## config.mk

```make
export PLATFORM = sky130hd
export DESIGN_NAME = fes_selector
export DESIGN_NICKNAME = d
export VERILOG_FILES = /design/src/core/fes_pkg.sv /design/src/core/fes_selector.sv
export SDC_FILE = /design/constraint.sdc
export NUM_CORES = 1
export LEC_CHECK = 0
export BUFFER_PORTS_ARGS = -buffer_cell sky130_fd_sc_hd__buf_2
export CAP_MARGIN = 10
export CORE_ASPECT_RATIO = 1.2
export CORE_MARGIN = 5
export CORE_UTILIZATION = 50
export CTS_CLUSTER_DIAMETER = 50
export DETAILED_ROUTE_END_ITERATION = 8
export GPL_TIMING_DRIVEN = 0
export PLACE_DENSITY_LB_ADDON = 0.15
export SLEW_MARGIN = 20
export SYNTH_ARGS = -nofsm -noshare
export SYNTH_HDL_FRONTEND = slang
export SYNTH_SLANG_ARGS = --single-unit
```

## constraint.sdc

```tcl
create_clock -name clock -period 4.1 [get_ports clock]
set_input_delay 0.205 -clock clock [delete_from_list [all_inputs] [get_ports clock]]
set_output_delay 0.205 -clock clock [all_outputs]
set_load 0.02 [all_outputs]
```

## src/core/fes_pkg.sv

```systemverilog
// Purpose: constants for the front-end event selector
// Assumes: one core clock, plain register port, word index addressing
// Notes:   index = addr; region in addr[4:3], entry in addr[2:0]
package fes_pkg;
    // register port geometry
    localparam int          ADDR_W        = 5;
    localparam int          DATA_W        = 32;
    localparam int          CNT_NUM       = 8;
    localparam logic [1:0]  REG_SEL       = 2'h0;
    localparam logic [1:0]  REG_CFG       = 2'h1;
    localparam logic [1:0]  REG_CNT       = 2'h2;

    // event selection register entries (index within region)
    localparam logic [2:0]  SEL_FSB       = 3'h0;
    localparam logic [2:0]  SEL_TRACE     = 3'h2;
    localparam logic [2:0]  SEL_SEQ       = 3'h4;
    localparam logic [2:0]  SEL_TBPU      = 3'h6;

    // event selection register fields
    localparam int          ES_CODE_HI    = 31;
    localparam int          ES_CODE6_HI   = 30;
    localparam int          ES_CODE_LO    = 25;
    localparam int          ES_MASK_HI    = 24;
    localparam int          ES_MASK_LO    = 9;

    // counter config register fields
    localparam int          CC_SEL_HI     = 15;
    localparam int          CC_SEL_LO     = 13;
    localparam int          CC_EN_BIT     = 12;

    // writable bits and reset values
    localparam logic [31:0] ES_WMASK      = 32'hffff_fe00;
    localparam logic [31:0] CC_WMASK      = 32'h0000_f000;
    localparam logic [31:0] ES_RST        = 32'h0000_0000;
    localparam logic [31:0] CC_RST        = 32'h0000_0000;
    localparam logic [31:0] CNT_RST       = 32'h0000_0000;

    // event codes
    localparam logic [6:0]  EV_TRACE_MISC = 7'h06;
    localparam logic [6:0]  EV_POWER      = 7'h13;
    localparam logic [6:0]  EV_XFER       = 7'h05;
    localparam logic [6:0]  EV_QWRITE     = 7'h09;
    localparam logic [5:0]  EV_MISPRED    = 6'h05;

    // counter config selects per unit
    localparam logic [2:0]  CS_TRACE      = 3'h1;
    localparam logic [2:0]  CS_FSB        = 3'h6;
    localparam logic [2:0]  CS_SEQ        = 3'h0;
    localparam logic [2:0]  CS_TBPU       = 3'h2;

    // mask bit positions within the 16-bit mask
    localparam int          MB_FLUSH      = 4;
    localparam int          MB_RUNNING    = 0;
    localparam int          MB_SEQXFER    = 0;
    localparam int          MB_BUILD      = 0;
    localparam int          MB_DELIVER    = 1;
    localparam int          MB_ROM        = 2;
    localparam int          MB_COND       = 1;
    localparam int          MB_CALL       = 2;

    // weight of one flush occurrence
    localparam logic [1:0]  TRACE_STEP    = 2'h2;

    // counters 0..3 sit behind the bus unit, 4..7 behind the others
    localparam int          FSB_CNT_LAST  = 3;
endpackage : fes_pkg

```

## src/core/fes_selector.sv

```systemverilog
// Purpose: front-end event selection, qualification and counting
// Assumes: event inputs come from logic on the same clock
// Notes:   software writes to a counter win over an increment
`timescale 1ns/1ps

// Contract
// - Flushes count on code 06H with mask bit 4 only through trace-cache selectors on counters 4 to 7.
// - Code 013H with config select 06H accumulates not-stopped time on counters 0 to 3 only.
// - The running qualifier counts halt, stop-clock and throttling as active time.
// - Code 05H from the sequencer selectors counts switches of delivery from trace cache to sequencer ROM.
// - Mask bit 0 of the delivery-switch event counts each transfer once.
// - Code 09H counts valid micro-op queue writes of the source types enabled in the mask.
// - Queue-write mask bit 0 is build mode, bit 1 deliver mode, bit 2 microcode ROM.
// - Code 05H in bits 30 to 25 of the branch-unit selector counts retiring mispredicted branches.
// - Mispredict mask bit 1 takes conditional jumps and bit 2 indirect calls.
module fes_selector
    import fes_pkg::*;
#(
    parameter int CNT_W = DATA_W
) (
    // clock and reset
    input  wire logic              clock,
    input  wire logic              arst_n,
    // register port
    input  wire logic [ADDR_W-1:0] regAddr,
    input  wire logic [DATA_W-1:0] regWdata,
    input  wire logic              regWr,
    input  wire logic              regRd,
    output logic      [DATA_W-1:0] regRdata,
    // trace cache events
    input  wire logic              traceFlush,
    // power state levels
    input  wire logic              coreActive,
    input  wire logic              haltInstruction,
    input  wire logic              stopClockRequest,
    input  wire logic              throttleActive,
    // sequencer events
    input  wire logic              deliverySwitchEvent,
    input  wire logic              qwrBuildModeSource,
    input  wire logic              qwrDeliverModeSource,
    input  wire logic              qwrRomSource,
    // branch unit retirement events
    input  wire logic              mispredCondRetire,
    input  wire logic              mispredCallRetire
);

    if (CNT_W != DATA_W) begin : g_bad_width
        $error("fes_selector: CNT_W must equal DATA_W");
    end

    ////////////////////////////////////////////////////////////////////////
    // register storage

    logic [DATA_W-1:0] selReg_ff  [CNT_NUM];
    logic [DATA_W-1:0] cfgReg_ff  [CNT_NUM];
    logic [CNT_W-1:0]  cntView    [CNT_NUM];
    logic [DATA_W-1:0] regRdata_ff;
    logic [DATA_W-1:0] nxt_regRdata;
    logic [1:0]        regSpace;
    logic [2:0]        regEntry;

    assign regSpace = regAddr[4:3];
    assign regEntry = regAddr[2:0];

    always_ff @(posedge clock or negedge arst_n) begin
        if (!arst_n) begin
            for (int i = 0; i < CNT_NUM; i++) begin
                selReg_ff[i] <= ES_RST;
            end
        end else if (regWr && regSpace == REG_SEL) begin
            selReg_ff[regEntry] <= regWdata & ES_WMASK;
        end
    end

    always_ff @(posedge clock or negedge arst_n) begin
        if (!arst_n) begin
            for (int i = 0; i < CNT_NUM; i++) begin
                cfgReg_ff[i] <= CC_RST;
            end
        end else if (regWr && regSpace == REG_CFG) begin
            cfgReg_ff[regEntry] <= regWdata & CC_WMASK;
        end
    end

    ////////////////////////////////////////////////////////////////////////
    // read port: data stand only in the cycle after the strobe

    always_comb begin
        nxt_regRdata = '0;
        if (regRd) begin
            unique case (regSpace)
                REG_SEL:  nxt_regRdata = selReg_ff[regEntry];
                REG_CFG:  nxt_regRdata = cfgReg_ff[regEntry];
                REG_CNT:  nxt_regRdata = cntView[regEntry];
                default:  nxt_regRdata = '0;
            endcase
        end
    end

    always_ff @(posedge clock or negedge arst_n) begin
        if (!arst_n) begin
            regRdata_ff <= '0;
        end else begin
            regRdata_ff <= nxt_regRdata;
        end
    end

    assign regRdata = regRdata_ff;

    ////////////////////////////////////////////////////////////////////////
    // shared event qualifiers

    logic running;

    // halted, stop-clock and throttled time still counts as active
    assign running = coreActive | haltInstruction | stopClockRequest | throttleActive;

    ////////////////////////////////////////////////////////////////////////
    // per-unit decode of one selection register into a step

    function automatic logic [1:0] traceStep(input logic [DATA_W-1:0] es);
        logic [15:0] m;
        m = es[ES_MASK_HI:ES_MASK_LO];
        traceStep = 2'h0;
        if (es[ES_CODE_HI:ES_CODE_LO] == EV_TRACE_MISC && m[MB_FLUSH] && traceFlush) begin
            traceStep = TRACE_STEP;
        end
    endfunction : traceStep

    function automatic logic [1:0] fsbStep(input logic [DATA_W-1:0] es);
        logic [15:0] m;
        m = es[ES_MASK_HI:ES_MASK_LO];
        fsbStep = 2'h0;
        // one count per cycle of not-stopped time
        if (es[ES_CODE_HI:ES_CODE_LO] == EV_POWER && m[MB_RUNNING] && running) begin
            fsbStep = 2'h1;
        end
    endfunction : fsbStep

    function automatic logic [1:0] seqStep(input logic [DATA_W-1:0] es);
        logic [15:0] m;
        logic [6:0]  code;
        m       = es[ES_MASK_HI:ES_MASK_LO];
        code    = es[ES_CODE_HI:ES_CODE_LO];
        seqStep = 2'h0;
        if (code == EV_XFER) begin
            // a transfer pulse counts once
            if (m[MB_SEQXFER] && deliverySwitchEvent) begin
                seqStep = 2'h1;
            end
        end else if (code == EV_QWRITE) begin
            seqStep = 2'(m[MB_BUILD] & qwrBuildModeSource)
                    + 2'(m[MB_DELIVER] & qwrDeliverModeSource)
                    + 2'(m[MB_ROM] & qwrRomSource);
        end
    endfunction : seqStep

    function automatic logic [1:0] tbpuStep(input logic [DATA_W-1:0] es);
        logic [15:0] m;
        m        = es[ES_MASK_HI:ES_MASK_LO];
        tbpuStep = 2'h0;
        // six-bit code field; bit 31 is not part of it here
        if (es[ES_CODE6_HI:ES_CODE_LO] == EV_MISPRED) begin
            tbpuStep = 2'(m[MB_COND] & mispredCondRetire)
                     + 2'(m[MB_CALL] & mispredCallRetire);
        end
    endfunction : tbpuStep

    ////////////////////////////////////////////////////////////////////////
    // counters

    for (genvar i = 0; i < CNT_NUM; i++) begin : g_cnt
        // counters 0,1 and 4,5 use selector 0 of a unit, 2,3 and 6,7 selector 1
        localparam logic [2:0] HALF = 3'((i >> 1) & 1);

        logic [CNT_W-1:0] count_ff;
        logic [1:0]       step;
        logic [2:0]       ccSel;
        logic             ccEn;

        assign ccSel = cfgReg_ff[i][CC_SEL_HI:CC_SEL_LO];
        assign ccEn  = cfgReg_ff[i][CC_EN_BIT];

        always_comb begin
            step = 2'h0;
            if (ccEn) begin
                if (i <= FSB_CNT_LAST) begin
                    if (ccSel == CS_FSB) begin
                        step = fsbStep(selReg_ff[SEL_FSB + HALF]);
                    end
                end else begin
                    if (ccSel == CS_TRACE) begin
                        step = traceStep(selReg_ff[SEL_TRACE + HALF]);
                    end else if (ccSel == CS_SEQ) begin
                        step = seqStep(selReg_ff[SEL_SEQ + HALF]);
                    end else if (ccSel == CS_TBPU) begin
                        step = tbpuStep(selReg_ff[SEL_TBPU + HALF]);
                    end
                end
            end
        end

        always_ff @(posedge clock or negedge arst_n) begin
            if (!arst_n) begin
                count_ff <= CNT_RST;
            end else if (regWr && regSpace == REG_CNT && regEntry == 3'(i)) begin
                count_ff <= regWdata;
            end else begin
                count_ff <= count_ff + CNT_W'(step);
            end
        end

        assign cntView[i] = count_ff;
    end

endmodule : fes_selector

```

==> summary.txt <==
Status
  • Status: completed

Min path
  • Worst Hold Depth: 3
  • Hold Crit Class: primary input to flop
  • Hold Path Sink: regRdata[15]
  • Worst Min Path Start: regRd

Worst setup path
  • Worst Path Max Fanout: 10
  • CP arrival: 4470 ps
  • Most frequent CP cell: a21oi_1
  • CP Launch Type: flop
  • Crit end category: flop
  • Critical Path Max Stage Delay: 800 ps
  • Reg2Reg Depth: 11
  • Reg2Reg Setup Slack: 100 ps
  • Critical path type: flop to flop
  • Critical R2R Launch: selReg_ff[190]
  • CP required: 4570 ps
  • Crit path max-delay cell type: nor3_2
  • FF-to-FF End: g_cnt[4].count_ff[17]
  • Crit path cell chain: or4b_1, nor4_1, a21oi_1, o22ai_1, and3b_1, ha_1, a21oi_1, nor3_2, nand4_1, xor2_1, o21ai_1

Die
  • Total Die Area: 59,700 sq um
  • Rows: 94
  • Die height: 267 microns
  • Core area: 54,600 sq um
  • I/O pin count: 84
  • Die width: 224 microns
  • Initial core utilization: 50.3%

Layout
  • Most frequent cells in the layout: dfrtp_1, nor2_1, mux2_1, a21oi_1, nand2_1
  • Layout Nets: 2,923
  • Share of post-route cells with drive strength above 1: 12.8%
  • Area of the multi-input gates: 14,100 sq um
  • Most common cell after layout, fill and taps aside: dfrtp_1
  • # fillers: 4,749
  • Register area: 12,600 sq um
  • Finished Core Util: 57.5%
  • P&R area growth vs syn: 14.4%

STA
  • RSZ-0062 raised after global routing: no
  • Final hold slack: 172 ps
  • Fin worst setup slack: 104 ps
  • Fin crit period: 4000 ps
  • Achievable Freq: 0.250 GHz
  • Slew margin rel.: 13.1%
  • Slew at the pin closest to its max-slew limit: 1300 ps
  • Clk_skew: 26.8 ps
  • Final Setup Violations: 0
  • Slew Limit Fails: 0
  • Final Hold Vio Count: 0
  • Crit share post-route: 97.5%

CTS
  • Worst-skew pair later-pin latency: 640 ps
  • Max clock buf depth: 3
  • Clock buffer count from CTS: 57
  • Worst-path clk slew: 60 ps
  • H-tree depth: 2
  • Clock sink count: 504
  • Clk root buf: clkbuf_16
  • CTS tree: built

Global route
  • GRT overflow: 0
  • GRT Total Usage: 37.8%
  • Vias in the first global route: 23,800
  • Initial antenna violation count: 9
  • Pin count of the biggest net entering global routing: 98
  • First-pass GRT wire length: 165 mm

Detailed routing
  • Vias/cell: 6.64
  • Post-route ant nets: 0
  • First DRT Iteration DRCs: 2,874
  • Remaining DRCs: 0
  • DRT Pass-1 Iters: 8
  • Drt wl/cell: 31.8 microns
  • Drt total wl: 115 mm
  • Vias: 24,000

Place
  • Buffers on Ports: 73
  • Post-Place Worst Slack: -387 ps
  • Gpl congestion: 1.04
  • HPWL after detailed placement: 82.7 mm

Power and ir drop
  • Static leakage: 13.2 nW
  • Pwr dens: 490 nW/um^2
  • Max VDD drop: 0.362 mV

Synth
  • Post-synth EDFFs: 0
  • Synth Area in Adders: 1.26%
  • Post-synthesis compound-gate area fraction: 10.2%
  • Largest family of logic cells by synthesized area: simple AND/OR/NAND/NOR gates
  • YS warnings: 0
  • Mux share of post-synthesis cell area: 15.2%
  • Seq/Total Area, Yosys: 46.0%
  • Synth Area in XOR/XNOR: 7.60%
  • Asr flop ratio synth: 100%
  • Synth Flop Type: dfrtp_1
  • Syn nets: 2,745
  • Synth Instances: 2,669
  • Synth cell types: 71
  • Yosys reg bits: 504
  • Synthesized area per cell: 10.3 sq um
  • Mapped Area: 27,400 sq um
  • Simple-Gate Fraction of Synth Area: 16.4%

Flow run
  • Max-Cap Viols: 0
[metal layers]
metal / part of all wire (%) / vias up / GRT usage [%]
met4: 8.7 / 2 / 25.9
met3: 11 / 488 / 9.38
met5: 0.011 / - / 0
li1: - / 9954 / -
met1: 36 / 12000 / 46.8
met2: 45 / 1591 / 58.7
[cells by family after synthesis]
kind of cell,after synthesis
AOI/OAI and AO/OA,465
xor gates and xnor gates,238
adders and majority gates,24
buffers and inverters,215
DFF,504
muxes,341
and+or+nand+nor,882
[timing repair]
item | 4_1_cts | 5_1_grt
setup endpoints to repair | 46 | 55
resized for setup | 9 | 22
hold buffers | 32 | 0
setup buffers | 5 | 5
pin swaps | 4 | 8
hold endpoints to repair | 268 | 0
[synthesized netlist by cell type, types with 25 or more instances]
master	count	share of area (%)
o21ai_1	87	1.6
nand3_1	111	2.0
a21oi_1	207	3.8
dfrtp_1	504	46
a221oi_1	50	1.6
nor2_1	275	3.8
mux2i_1	54	2.0
mux2_1	219	9.0
xnor2_1	84	2.7
inv_1	34	0.47
o22ai_1	30	0.68
clkbuf_1	108	1.5
nand2_1	187	2.6
buf_2	52	0.95
mux4_2	36	3.0
and3_1	33	0.75
xor2_1	154	4.9
mux2_2	32	1.3
and2_1	25	0.57
nor3_1	38	0.69
nand4_1	77	1.8
a22oi_1	29	0.79
[critical path: cells and delay by family (launching register included)]
family,cells,cell delay [ps]
AOI/OAI and AO/OA,4,620
xor gates and xnor gates,1,180
adders and majority gates,1,140
DFF,1,450
and+or+nand+nor,5,2420
[through the flow]
| stage | cell area (sq um) | power (mW) | std cells | TNS, ps |
|---|---|---|---|---|
| 3_3_place_gp | 28700 | 9.76 | 3462 | -3877250 |
| 4_1_cts | 31200 | 15.2 | 3608 | 0 |
| 2_1_floorplan | 27400 | 8.61 | 2669 | 0 |
| 3_5_place_dp | 28900 | 9.90 | 3468 | -9460 |
| 5_1_grt | 31400 | 15.9 | 3613 | 0 |
| 6_report | 31400 | 15.4 | 3616 | 0 |
[state kept, by name, indices dropped and copies added, names as in the netlist]
signal / flops
cfgReg_ff: 32
g_cnt.count_ff: 256
regRdata: 32
selReg_ff: 184
[power breakdown]
part | switching, mW | internal (mW)
Sequential | 1.27 | 5.97
Combinational | 1.52 | 1.27
Clock | 2.26 | 3.09
[layout make-up]
| type | instances | share of cell area (%) |
|---|---|---|
| timing repair buffer | 121 | 3.02 |
| antenna | 3 | 0.0239 |
| inverter | 36 | 0.431 |
| clock buffer | 78 | 5.05 |
| multi-input combinational | 1950 | 44.9 |
| clock inverter | 27 | 1.02 |
| buffer | 177 | 2.46 |
| sequential | 504 | 40.2 |
| tap | 720 | 2.87 |
[worst max-delay path by stage]
stage | start | end | slack (ps) | depth (start not counted)
final | selReg_ff[190] | g_cnt[4].count_ff[17] | 100 | 11
after detailed placement | selReg_ff[73] | g_cnt[6].count_ff[28] | -390 | 15
after floorplan | selReg_ff[105] | g_cnt[4].count_ff[14] | 560 | 13
after global placement | arst_n | selReg_ff[176] | -7740 | 1
after global routing | selReg_ff[105] | g_cnt[5].count_ff[22] | 10 | 16
after CTS | selReg_ff[105] | g_cnt[4].count_ff[28] | 20 | 13
Power figures use the tool's default switching activity.
